## src/phy_loop_pkg.sv

```systemverilog
`default_nettype none
package phy_loop_pkg;
  // register indices, byte address is four times the index
  localparam logic [4:0]  IDX_BCTRL    = 5'h00;
  localparam logic [4:0]  IDX_BSTAT    = 5'h01;
  localparam logic [4:0]  IDX_MMD_CTL  = 5'h0D;
  localparam logic [4:0]  IDX_MMD_DATA = 5'h0E;
  localparam logic [4:0]  IDX_MODE     = 5'h11;
  localparam logic [4:0]  IDX_SPECIAL  = 5'h12;
  localparam logic [4:0]  IDX_SYMERR   = 5'h1A;
  localparam logic [4:0]  IDX_EVENT    = 5'h1D;
  localparam int          IDX_LSB      = 2;
  localparam int          IDX_MSB      = 6;
  localparam int          MAP_BITS     = 7;
  // basic control fields
  localparam int          B_SRST       = 15;
  localparam int          B_LOOP       = 14;
  localparam int          B_SPEED      = 13;
  localparam int          B_ANEN       = 12;
  localparam int          B_PD         = 11;
  localparam int          B_ISO        = 10;
  localparam int          B_ANRST      = 9;
  localparam int          B_DUP        = 8;
  localparam int          B_COLT       = 7;
  localparam logic [15:0] CTRL_RW      = 16'h7D80;
  localparam logic [15:0] CTRL_SC      = 16'h8200;
  localparam logic [15:0] CTRL_RST     = 16'h3100;
  // basic status fields
  localparam logic [15:0] BSTAT_ABIL   = 16'h7800;
  localparam int          B_RFAULT     = 4;
  localparam int          B_LINK       = 2;
  // mode control/status, special modes, event register
  localparam int          B_FARLOOP    = 9;
  localparam int          B_READY_SS   = 15;
  localparam int          B_EVT_WC     = 0;
  localparam int          B_EVT_WAC    = 1;
  localparam logic [4:0]  PHYAD_RST    = 5'h00;
  // indirect access
  localparam logic [1:0]  FN_ADDR      = 2'h0;
  localparam int          FN_INC_BIT   = 1;
  localparam logic [4:0]  MMD_DEV      = 5'h03;
  // bus answers
  localparam logic [1:0]  RESP_OKAY    = 2'h0;
  localparam logic [1:0]  RESP_SLVERR  = 2'h2;
endpackage
`default_nettype wire

```

## src/phy_loop_regs.sv

```systemverilog
`timescale 1ns/1ps
`default_nettype none
module phy_loop_regs #(
  parameter int ADDR_W      = 7,
  parameter int LOOP_STAGES = 4,
  parameter int MMD_WORDS   = 8
) (
  input  wire logic        CORE_CLK,
  input  wire logic        RST,
  input  wire logic        CE,
  input  wire logic [ADDR_W-1:0] AWADDR,
  input  wire logic        AWVALID,
  output logic             AWREADY,
  input  wire logic [31:0] WDATA,
  input  wire logic [3:0]  WSTRB,
  input  wire logic        WVALID,
  output logic             WREADY,
  output logic [1:0]       BRESP,
  output logic             BVALID,
  input  wire logic        BREADY,
  input  wire logic [ADDR_W-1:0] ARADDR,
  input  wire logic        ARVALID,
  output logic             ARREADY,
  output logic [31:0]      RDATA,
  output logic [1:0]       RRESP,
  output logic             RVALID,
  input  wire logic        RREADY,
  input  wire logic        RMII_MODE,
  input  wire logic [3:0]  MAC_TXD,
  input  wire logic        MAC_TXEN,
  output logic [3:0]       MAC_RXD,
  output logic             MAC_RXDV,
  output logic             MAC_CRS,
  output logic             MAC_COL,
  input  wire logic [3:0]  LINE_RXD,
  input  wire logic        LINE_RXDV,
  input  wire logic        LINE_CRS,
  input  wire logic        LINE_COL,
  output logic [3:0]       LINE_TXD,
  output logic             LINE_TXEN,
  output logic             TX_POWER_ON,
  input  wire logic        REMOTE_FAULT,
  input  wire logic        LINK_OK,
  input  wire logic        SYMBOL_ERR,
  input  wire logic        EVENT_IN,
  output logic             SPEED_100,
  output logic             FULL_DUPLEX,
  output logic             AN_ENABLE,
  output logic             AN_RESTART,
  output logic             POWER_DOWN,
  output logic [4:0]       PHY_ADDR
);

  localparam int MMD_AW = (MMD_WORDS > 1) ? $clog2(MMD_WORDS) : 1;

  if (ADDR_W < phy_loop_pkg::MAP_BITS || LOOP_STAGES < 2 ||
      MMD_WORDS < 2 || MMD_WORDS != (1 << MMD_AW)) begin : g_bad_param
    $error("phy_loop_regs: unsupported parameter value");
  end

  typedef struct packed {
    logic                        aw_got;
    logic                        aw_ok;
    logic [4:0]                  aw_idx;
    logic                        w_got;
    logic [15:0]                 wdata;
    logic [15:0]                 wmask;
    logic                        awready;
    logic                        wready;
    logic                        bvalid;
    logic [1:0]                  bresp;
    logic                        arready;
    logic                        rvalid;
    logic [1:0]                  rresp;
    logic [15:0]                 rdata;
    logic [15:0]                 ctrl;
    logic                        rf_lh;
    logic                        link_ll;
    logic                        far_loop;
    logic [1:0]                  mmd_fn;
    logic [4:0]                  mmd_dev;
    logic [15:0]                 mmd_addr;
    logic [MMD_WORDS-1:0][15:0]  mmd_mem;
    logic [15:0]                 sym_cnt;
    logic                        evt_wc;
    logic                        evt_wac;
    logic                        ready_ss;
    logic [4:0]                  phy_addr;
    logic [LOOP_STAGES-1:0][4:0] pipe;
    logic [3:0]                  mac_rxd;
    logic                        mac_rxdv;
    logic                        mac_crs;
    logic                        mac_col;
    logic [3:0]                  line_txd;
    logic                        line_txen;
    logic                        tx_pwr;
  } state_type;

  state_type    q;
  state_type    n;
  logic         rd_now;
  logic [4:0]   rd_idx;
  logic         rd_ok;
  logic [15:0]  rd_val;
  logic [15:0]  wd;
  logic [15:0]  wm;
  logic [4:0]   loop_out;
  logic         near;
  logic         far;
  logic         quiet;

  ////////////////////////////////////////////////////////////////////////////
  function automatic logic [15:0] merge(input logic [15:0] old_v,
                                        input logic [15:0] new_v,
                                        input logic [15:0] mask);
    merge = (old_v & ~mask) | (new_v & mask);
  endfunction

  function automatic logic [15:0] lane_mask(input logic [3:0] strb);
    lane_mask = {{8{strb[1]}}, {8{strb[0]}}};
  endfunction

  function automatic logic is_mapped(input logic [ADDR_W-1:0] addr);
    logic [4:0] idx;
    idx = addr[phy_loop_pkg::IDX_MSB:phy_loop_pkg::IDX_LSB];
    is_mapped = (addr >> phy_loop_pkg::MAP_BITS) == '0 &&
                (idx == phy_loop_pkg::IDX_BCTRL ||
                 idx == phy_loop_pkg::IDX_BSTAT ||
                 idx == phy_loop_pkg::IDX_MMD_CTL ||
                 idx == phy_loop_pkg::IDX_MMD_DATA ||
                 idx == phy_loop_pkg::IDX_MODE ||
                 idx == phy_loop_pkg::IDX_SPECIAL ||
                 idx == phy_loop_pkg::IDX_SYMERR ||
                 idx == phy_loop_pkg::IDX_EVENT);
  endfunction

  ////////////////////////////////////////////////////////////////////////////
  always_comb begin
    n        = q;
    rd_now   = ARVALID & q.arready;
    rd_idx   = ARADDR[phy_loop_pkg::IDX_MSB:phy_loop_pkg::IDX_LSB];
    rd_ok    = is_mapped(ARADDR);
    rd_val   = 16'h0000;
    wd       = q.wdata;
    wm       = q.wmask;
    loop_out = q.pipe[LOOP_STAGES-1];

    // software reset spares the address field
    if (q.ctrl[phy_loop_pkg::B_SRST]) begin
      n.ctrl     = phy_loop_pkg::CTRL_RST;
      n.far_loop = 1'b0;
      n.mmd_fn   = phy_loop_pkg::FN_ADDR;
      n.mmd_dev  = 5'h00;
      n.mmd_addr = 16'h0000;
      n.sym_cnt  = 16'h0000;
      n.evt_wc   = 1'b0;
      n.evt_wac  = 1'b0;
    end
    n.ctrl[phy_loop_pkg::B_ANRST] = 1'b0;
    n.ready_ss = 1'b1;

    // read data and read side effects
    if (rd_idx == phy_loop_pkg::IDX_BCTRL) begin
      rd_val = q.ctrl & (phy_loop_pkg::CTRL_RW | phy_loop_pkg::CTRL_SC);
    end else if (rd_idx == phy_loop_pkg::IDX_BSTAT) begin
      rd_val = phy_loop_pkg::BSTAT_ABIL;
      rd_val[phy_loop_pkg::B_RFAULT] = q.rf_lh;
      rd_val[phy_loop_pkg::B_LINK]   = q.link_ll;
    end else if (rd_idx == phy_loop_pkg::IDX_MMD_CTL) begin
      rd_val = {q.mmd_fn, 14'h0000};
    end else if (rd_idx == phy_loop_pkg::IDX_MMD_DATA) begin
      rd_val = (q.mmd_fn == phy_loop_pkg::FN_ADDR) ? q.mmd_addr
             : q.mmd_mem[q.mmd_addr[MMD_AW-1:0]];
    end else if (rd_idx == phy_loop_pkg::IDX_MODE) begin
      rd_val[phy_loop_pkg::B_FARLOOP] = q.far_loop;
    end else if (rd_idx == phy_loop_pkg::IDX_SPECIAL) begin
      rd_val[phy_loop_pkg::B_READY_SS] = q.ready_ss;
      rd_val[4:0] = q.phy_addr;
    end else if (rd_idx == phy_loop_pkg::IDX_SYMERR) begin
      rd_val = q.sym_cnt;
    end else if (rd_idx == phy_loop_pkg::IDX_EVENT) begin
      rd_val[phy_loop_pkg::B_EVT_WC]  = q.evt_wc;
      rd_val[phy_loop_pkg::B_EVT_WAC] = q.evt_wac;
    end

    // latch bits: a fresh condition always beats the read clear
    if (rd_now && rd_ok && rd_idx == phy_loop_pkg::IDX_BSTAT) begin
      n.rf_lh   = REMOTE_FAULT;
      n.link_ll = LINK_OK;
    end else begin
      n.rf_lh   = q.rf_lh | REMOTE_FAULT;
      n.link_ll = q.link_ll & LINK_OK;
    end
    if (rd_now && rd_ok && rd_idx == phy_loop_pkg::IDX_SYMERR) begin
      n.sym_cnt = {15'h0000, SYMBOL_ERR};
    end else if (SYMBOL_ERR && !(&q.sym_cnt)) begin
      n.sym_cnt = q.sym_cnt + 16'h0001;
    end

    // write address and data are taken in either order
    if (AWVALID && q.awready) begin
      n.aw_got = 1'b1;
      n.aw_ok  = is_mapped(AWADDR);
      n.aw_idx = AWADDR[phy_loop_pkg::IDX_MSB:phy_loop_pkg::IDX_LSB];
    end
    if (WVALID && q.wready) begin
      n.w_got = 1'b1;
      n.wdata = WDATA[15:0];
      n.wmask = lane_mask(WSTRB);
    end

    if (q.aw_got && q.w_got) begin
      n.aw_got = 1'b0;
      n.w_got  = 1'b0;
      n.bvalid = 1'b1;
      n.bresp  = q.aw_ok ? phy_loop_pkg::RESP_OKAY
                         : phy_loop_pkg::RESP_SLVERR;
      if (!q.aw_ok) begin
        n.bresp = phy_loop_pkg::RESP_SLVERR;
      end else if (q.aw_idx == phy_loop_pkg::IDX_BCTRL) begin
        // reserved and read-only bits are outside both masks
        n.ctrl = merge(n.ctrl, wd, wm & phy_loop_pkg::CTRL_RW)
               | (wd & wm & phy_loop_pkg::CTRL_SC);
      end else if (q.aw_idx == phy_loop_pkg::IDX_MMD_CTL) begin
        if (wm[15]) begin
          n.mmd_fn = wd[15:14];
        end
        if (wm[0]) begin
          n.mmd_dev = wd[4:0];
        end
      end else if (q.aw_idx == phy_loop_pkg::IDX_MMD_DATA) begin
        if (q.mmd_fn == phy_loop_pkg::FN_ADDR) begin
          n.mmd_addr = merge(q.mmd_addr, wd, wm);
        end else begin
          if (q.mmd_dev == phy_loop_pkg::MMD_DEV) begin
            n.mmd_mem[q.mmd_addr[MMD_AW-1:0]] =
              merge(q.mmd_mem[q.mmd_addr[MMD_AW-1:0]], wd, wm);
          end
          if (q.mmd_fn[phy_loop_pkg::FN_INC_BIT]) begin
            n.mmd_addr = q.mmd_addr + 16'h0001;
          end
        end
      end else if (q.aw_idx == phy_loop_pkg::IDX_MODE) begin
        if (wm[phy_loop_pkg::B_FARLOOP]) begin
          n.far_loop = wd[phy_loop_pkg::B_FARLOOP];
        end
      end else if (q.aw_idx == phy_loop_pkg::IDX_SPECIAL) begin
        if (wm[0]) begin
          n.phy_addr = wd[4:0];
        end
        if (wm[phy_loop_pkg::B_READY_SS] && !wd[phy_loop_pkg::B_READY_SS])
        begin
          n.ready_ss = 1'b0;
        end
      end else if (q.aw_idx == phy_loop_pkg::IDX_EVENT) begin
        if (|wm) begin
          n.evt_wac = 1'b0;
        end
        if (wm[phy_loop_pkg::B_EVT_WC] && wd[phy_loop_pkg::B_EVT_WC]) begin
          n.evt_wc = 1'b0;
        end
      end
      // status and counter registers ignore writes
    end
    // events arriving with a clear still land
    n.evt_wc  = n.evt_wc | EVENT_IN;
    n.evt_wac = n.evt_wac | SYMBOL_ERR;

    if (q.bvalid && BREADY) begin
      n.bvalid = 1'b0;
    end
    n.awready = !n.aw_got && !n.bvalid;
    n.wready  = !n.w_got && !n.bvalid;

    if (rd_now) begin
      n.rvalid = 1'b1;
      n.rdata  = rd_ok ? rd_val : 16'h0000;
      n.rresp  = rd_ok ? phy_loop_pkg::RESP_OKAY
                       : phy_loop_pkg::RESP_SLVERR;
    end else if (q.rvalid && RREADY) begin
      n.rvalid = 1'b0;
    end
    n.arready = !n.rvalid;

    // data paths; the pipe stands in for the coding and media stages
    n.pipe = {q.pipe[LOOP_STAGES-2:0], {MAC_TXEN, MAC_TXD}};
    near   = q.ctrl[phy_loop_pkg::B_LOOP];
    // far loop needs the reduced interface; near loop wins over it
    far    = q.far_loop && RMII_MODE && !near;
    quiet  = q.ctrl[phy_loop_pkg::B_ISO] || far;

    if (quiet) begin
      n.mac_rxd  = 4'h0;
      n.mac_rxdv = 1'b0;
      n.mac_crs  = 1'b0;
      n.mac_col  = 1'b0;
    end else if (near) begin
      n.mac_rxd  = loop_out[3:0];
      n.mac_rxdv = loop_out[4];
      n.mac_crs  = loop_out[4];
      n.mac_col  = q.ctrl[phy_loop_pkg::B_COLT] & MAC_TXEN;
    end else begin
      n.mac_rxd  = LINE_RXD;
      n.mac_rxdv = LINE_RXDV;
      n.mac_crs  = LINE_CRS;
      n.mac_col  = LINE_COL;
    end

    if (near || q.ctrl[phy_loop_pkg::B_PD]) begin
      n.line_txd  = 4'h0;
      n.line_txen = 1'b0;
      n.tx_pwr    = 1'b0;
    end else if (far) begin
      n.line_txd  = LINE_RXD;
      n.line_txen = LINE_RXDV;
      n.tx_pwr    = 1'b1;
    end else begin
      n.line_txd  = MAC_TXD;
      n.line_txen = MAC_TXEN;
      n.tx_pwr    = 1'b1;
    end
  end

  ////////////////////////////////////////////////////////////////////////////
  always_ff @(posedge CORE_CLK) begin
    if (RST) begin
      q            <= '0;
      q.ctrl       <= phy_loop_pkg::CTRL_RST;
      q.ready_ss   <= 1'b1;
      q.phy_addr   <= phy_loop_pkg::PHYAD_RST;
    end else if (CE) begin
      q <= n;
    end
  end

  ////////////////////////////////////////////////////////////////////////////
  assign AWREADY     = q.awready;
  assign WREADY      = q.wready;
  assign BVALID      = q.bvalid;
  assign BRESP       = q.bresp;
  assign ARREADY     = q.arready;
  assign RVALID      = q.rvalid;
  assign RRESP       = q.rresp;
  assign RDATA       = {16'h0000, q.rdata};
  assign MAC_RXD     = q.mac_rxd;
  assign MAC_RXDV    = q.mac_rxdv;
  assign MAC_CRS     = q.mac_crs;
  assign MAC_COL     = q.mac_col;
  assign LINE_TXD    = q.line_txd;
  assign LINE_TXEN   = q.line_txen;
  assign TX_POWER_ON = q.tx_pwr;
  assign SPEED_100   = q.ctrl[phy_loop_pkg::B_SPEED];
  assign FULL_DUPLEX = q.ctrl[phy_loop_pkg::B_DUP];
  assign AN_ENABLE   = q.ctrl[phy_loop_pkg::B_ANEN];
  assign AN_RESTART  = q.ctrl[phy_loop_pkg::B_ANRST];
  assign POWER_DOWN  = q.ctrl[phy_loop_pkg::B_PD];
  assign PHY_ADDR    = q.phy_addr;

endmodule
`default_nettype wire

```

## config.mk

```make
export PLATFORM = sky130hd
export DESIGN_NAME = phy_loop_regs
export DESIGN_NICKNAME = d
export VERILOG_FILES = /design/src/phy_loop_pkg.sv /design/src/phy_loop_regs.sv
export SDC_FILE = /design/constraint.sdc
export NUM_CORES = 1
export LEC_CHECK = 0
export ABC_AREA = 1
export BUFFER_PORTS_ARGS = -buffer_cell sky130_fd_sc_hd__buf_4
export CELL_PAD_IN_SITES_DETAIL_PLACEMENT = 0
export CELL_PAD_IN_SITES_GLOBAL_PLACEMENT = 1
export CORE_UTILIZATION = 46
export CTS_CLUSTER_SIZE = 10
export DETAILED_ROUTE_END_ITERATION = 10
export PLACE_DENSITY_LB_ADDON = 0.1
export SLEW_MARGIN = 20
export SYNTH_ARGS = -nofsm -noshare
export SYNTH_HDL_FRONTEND = slang
export SYNTH_SLANG_ARGS = --single-unit
```

## constraint.sdc

```tcl
create_clock -name CORE_CLK -period 2.7 [get_ports CORE_CLK]
set_clock_uncertainty 0.05 [all_clocks]
set_input_delay 0.675 -clock CORE_CLK [delete_from_list [all_inputs] [get_ports CORE_CLK]]
set_output_delay 0.675 -clock CORE_CLK [all_outputs]
set_load 0.05 [all_outputs]
```

# Word level (Yosys, flattened, before mapping)
# Cells that the tools add are included.
# W data, S select, Z words.
[classes] n_reduce_logical=53 addsub=2 order_cmp=2 eq_ne=20 muxes=72 bitwise_logic=22
[ops] op="$mux W152" count=3
[ops] op="$mux W144" count=2
[ops] op="$mux W128" count=2
[ops] op="$mux W16" count=15
[ops] op="$bwmux W128" count=1
[ops] op="$or A16 B16 Y16" count=4
[ops] op="$eq A5 B5 Y1 const B" count=11
[ops] op="$and A16 B16 Y16" count=3
[ops] op="$bmux W16 S3" count=1
[ops] op="$demux W16 S3" count=1
[ops] op="$mux W8" count=6
[ops] op="$mux W33" count=1
[ops] op="$add A16 B1 Y16 const B" count=2
[ops] op="$eq A5 B4 Y1 const B" count=6
[ops] op="$mux W7" count=4
[ops] op="$mux W24" count=1
[ops] op="$mux W6" count=4
[ops] op="$mux W18" count=1
[ops] op="$and A15 B16 Y16" count=1
[ops] op="$and A16 B15 Y16" count=1
[ops] op="$logic_and A1 B1 Y1" count=16
[ops] op="$logic_or A1 B1 Y1" count=16
[ops] op="$mux W2" count=8
[ops] op="$not A15 Y16" count=1
[ops] op="24 further kinds" count=60
[totals] out_inout_bits=64 reg_bits=285

# Depth between registers and ports, before layout
[depth] ltp_word=12 ltp_mapped=16 depth_no_buf=14

# Worst setup path after synthesis
# No wires, ideal clock.
[synth_timing] path_kind="input to register" start="input port CE" end="register (tool-made name)" t_arrival_ns=1.845 stages=9 setup_slack_ns=0.689 n_path_buf=2 setup_time_ns=0.116 required_ns=2.534 path_cell_list="inv_2 > nor4_4 > nand3_4 > nor2_2 > buf_4 > buf_6 > nand3_1 > o211ai_1 > inv_1"
[synth_rtl] element="start, declared" line_no="phy_loop_regs.sv:10" rtl="input wire logic CE,"

==> impl_metrics.json <==
{
  "grt.total_usage_pct": 28.3,
  "wl_per_cell_um": 17.4,
  "drtIter0Drc": 1072,
  "finish.instance_area_um2": 15700,
  "switching_portion_of_total_power_pct": 23.8,
  "total_wire_length_um": 43400,
  "power.ir.vdd_worst_mv": 0.508,
  "htree_num_levels": 2,
  "final_nets": 2158,
  "postCtsResizedCells": 0,
  "synthArstFlopShare_pct": 0,
  "cts.hold.buffers_added": 0,
  "number_of_enable_type_register_cells_in_the_synthesized_netlist": 0,
  "total_switching_power_mw": 2.13,
  "dpl.hpwl_um": 30100,
  "max_freq_ghz": 0.405,
  "grt-ovfl-total": 0,
  "vias": 13300,
  "tightest_slew_ps": 701,
  "place.port_buffers": 98,
  "route.detailed.drc": 0,
  "worst_setup_start_kind": "register",
  "critPathKind": "reg2reg",
  "number_of_antenna_violations_at_the_first_check_in_global_routing": 0,
  "area_growth_syn_to_layout_pct": 13.8,
  "sequentialPowerShare_pct": 45.8,
  "cts_max_path_buffers": 3,
  "effective_utilization_at_floorplan_pct": 46.7,
  "ys_dominant_reg_cell": "sky130_fd_sc_hd__dfxtp_1",
  "drive_above_1_share_pct": 11.1,
  "crit_path_capture_type": "register",
  "critical_path.slowest_cell": "sky130_fd_sc_hd__o21ai_1",
  "netlist_instances": 2037,
  "clock_root_buffer": "sky130_fd_sc_hd__clkbuf_16",
  "firstDrtPassIters": 7,
  "utilization_pct": 53.1,
  "largest_cells_by_area_after_synthesis": "sky130_fd_sc_hd__dfxtp_1 (39%), sky130_fd_sc_hd__nand2_1 (11%), sky130_fd_sc_hd__o21ai_0 (7.4%)",
  "distinct_cell_type_count_after_synthesis": 48,
  "rsz_0062_raised_after_global_routing": "false",
  "required_ps": 3090,
  "cts.repair_timing.setup_buffer_count": 0,
  "die_wd_um": 175,
  "insertedDiodeCount": 0,
  "synth_top_cells_by_count": "sky130_fd_sc_hd__nand2_1 (413), sky130_fd_sc_hd__dfxtp_1 (269), sky130_fd_sc_hd__inv_1 (266), sky130_fd_sc_hd__o21ai_0 (205), sky130_fd_sc_hd__a21oi_1 (163)",
  "floorplan.rows": 63,
  "cts_buffers": 34,
  "pwr_density_cell_nw_per_um2": 569,
  "filler_cell_count": 3068,
  "timing.final.hold_violations": 0,
  "synth_area_per_cell_um2": 6.77,
  "synth_seq_area_share_pct": 39.0,
  "final_max_slew_viol_count": 0,
  "leakage_nw": 7.08,
  "fin_worst_hold_slack_ps": 355,
  "finalSetupTns_ps": 0,
  "post-synth-top-area-fraction_pct": 39.0,
  "power.combinational.fraction_pct": 6.4,
  "placeableCoreArea_um2": 29600,
  "timing.critical_path.cells": "inv_2 > nor2_2 > inv_1 > o22ai_1 > nor2_1 > nand2_1 > o21ai_1 > o21ai_0 > inv_1",
  "synth_top_area_cell": "sky130_fd_sc_hd__dfxtp_1",
  "fraction_of_power_consumed_by_the_clock_network_pct": 47.8,
  "routabilityCongestion": 0.887,
  "clkTransAtPathRegs_ps": 50,
  "worst_path_most_repeated_cell": "sky130_fd_sc_hd__inv_1",
  "boundaryPins": 139,
  "ys_warn_count": 0,
  "fin_crit_ps": 2470,
  "post_dp_cell_area_um2": 14700,
  "cp_top_family": "compound AO/OA/AOI/OAI gates",
  "final_antenna_net_count": 0,
  "worstPathBufferInverterCount": 3,
  "tritoncts": "built",
  "register_bit_count_reported_by_yosys": 269,
  "critPathArrivalTime_ps": 2860,
  "cts_num_sinks": 269,
  "die_height_um": 175,
  "die_area_um2": 30700,
  "timing.hold.worst.class": "in2reg",
  "first_pass_grt_wire_length_um": 68600,
  "setup_viol_count_final": 0,
  "intPower_mw": 6.80,
  "period_share_pct": 91.4,
  "netlist_area_um2": 13800,
  "grt_max_degree": 111,
  "post_drt_via_cell_ratio": 5.35,
  "slew_headroom_pct": 52.9,
  "first_global_vias": 12400,
  "timing.critical_path.fanout_max": 29,
  "clock_latency_ps": 510,
  "critical-path-max-stage-delay_ps": 570,
  "synthMostInstantiatedCell": "sky130_fd_sc_hd__nand2_1",
  "run_status": "completed",
  "cap_viol_max_count": 0
}
[path summary, 6_finish.rpt]
path | depth (start not counted) | start | slack (ps) | end
max reg2reg | 9 | register | 230 | register
min | 2 | LINK_OK | 360 | q[209]
max | 9 | register | 230 | register
min reg2reg | 2 | RDATA[12] | 410 | RDATA[12]
[cell type report]
cell class	count	area (µm²)	share of cell area, %
flip-flops and latches	269	5390	34.3
inverters	281	1060	6.74
repair buffers	145	1160	7.41
well taps	390	488	3.11
multi-input cells	1350	6570	41.9
clock buffers	54	1030	6.56
[power groups by stage]
stage	logic, mW	clock network, mW	registers (mW)
global route	0.629	4.49	4.10
floorplan	0.377	0	4.19
global placement	0.572	0	4.17
detailed placement	0.574	0	4.17
finish	0.575	4.26	4.09
CTS	0.576	4.34	4.09
[cell families after synthesis]
group | count (synthesis) | synth area share, %
xor+xnor | 7 | 0.444
fa+ha+maj | 2 | 0.181
flops | 269 | 39.0
buf+inv | 435 | 13.8
other cells | 1 | 0.0272
compound gates | 554 | 22.8
simple gates | 769 | 23.7
[cell usage in the layout (no fill, tap or decap), drive strengths merged]
cell,Yosys,routed
nand2,418,418
inv,276,277
dfxtp,269,269
o21ai,241,241
nor2,173,173
a21oi,164,164
buf,94,145
nand3,136,136
o211ai,60,60
clkbuf,60,54
o21a,43,43
o22ai,21,21
nand4,18,18
conb,1,18
nor3,16,16
a31oi,9,9
xor2,7,7
o221ai,4,4
clkinv,5,4
nor4,4,4
or2,3,3
a22oi,3,3
a211oi,2,2
o211a,2,2
o21bai,2,2
ha,2,2
o2bb2ai,1,1
o31ai,1,1
nand3b,1,1
o311ai,1,1
[stage by stage]
step	setup WS [ps]	power [mW]	instances
finish	231	8.93	2489
global route	62.0	9.22	2489
CTS	250	9.00	2489
detailed placement	226	4.75	2435
global placement	226	4.74	2435
floorplan	689	4.57	2054
[metal layers]
layer	part of all wire [%]	up-vias	global-route usage [%]
met1	45	6155	37.4
li1	-	6698	-
met3	6.3	88	5.87
met5	0	-	0
met2	45	370	45.1
met4	3.5	0	10.9
Note: power is estimated with default switching activity, not from simulation.
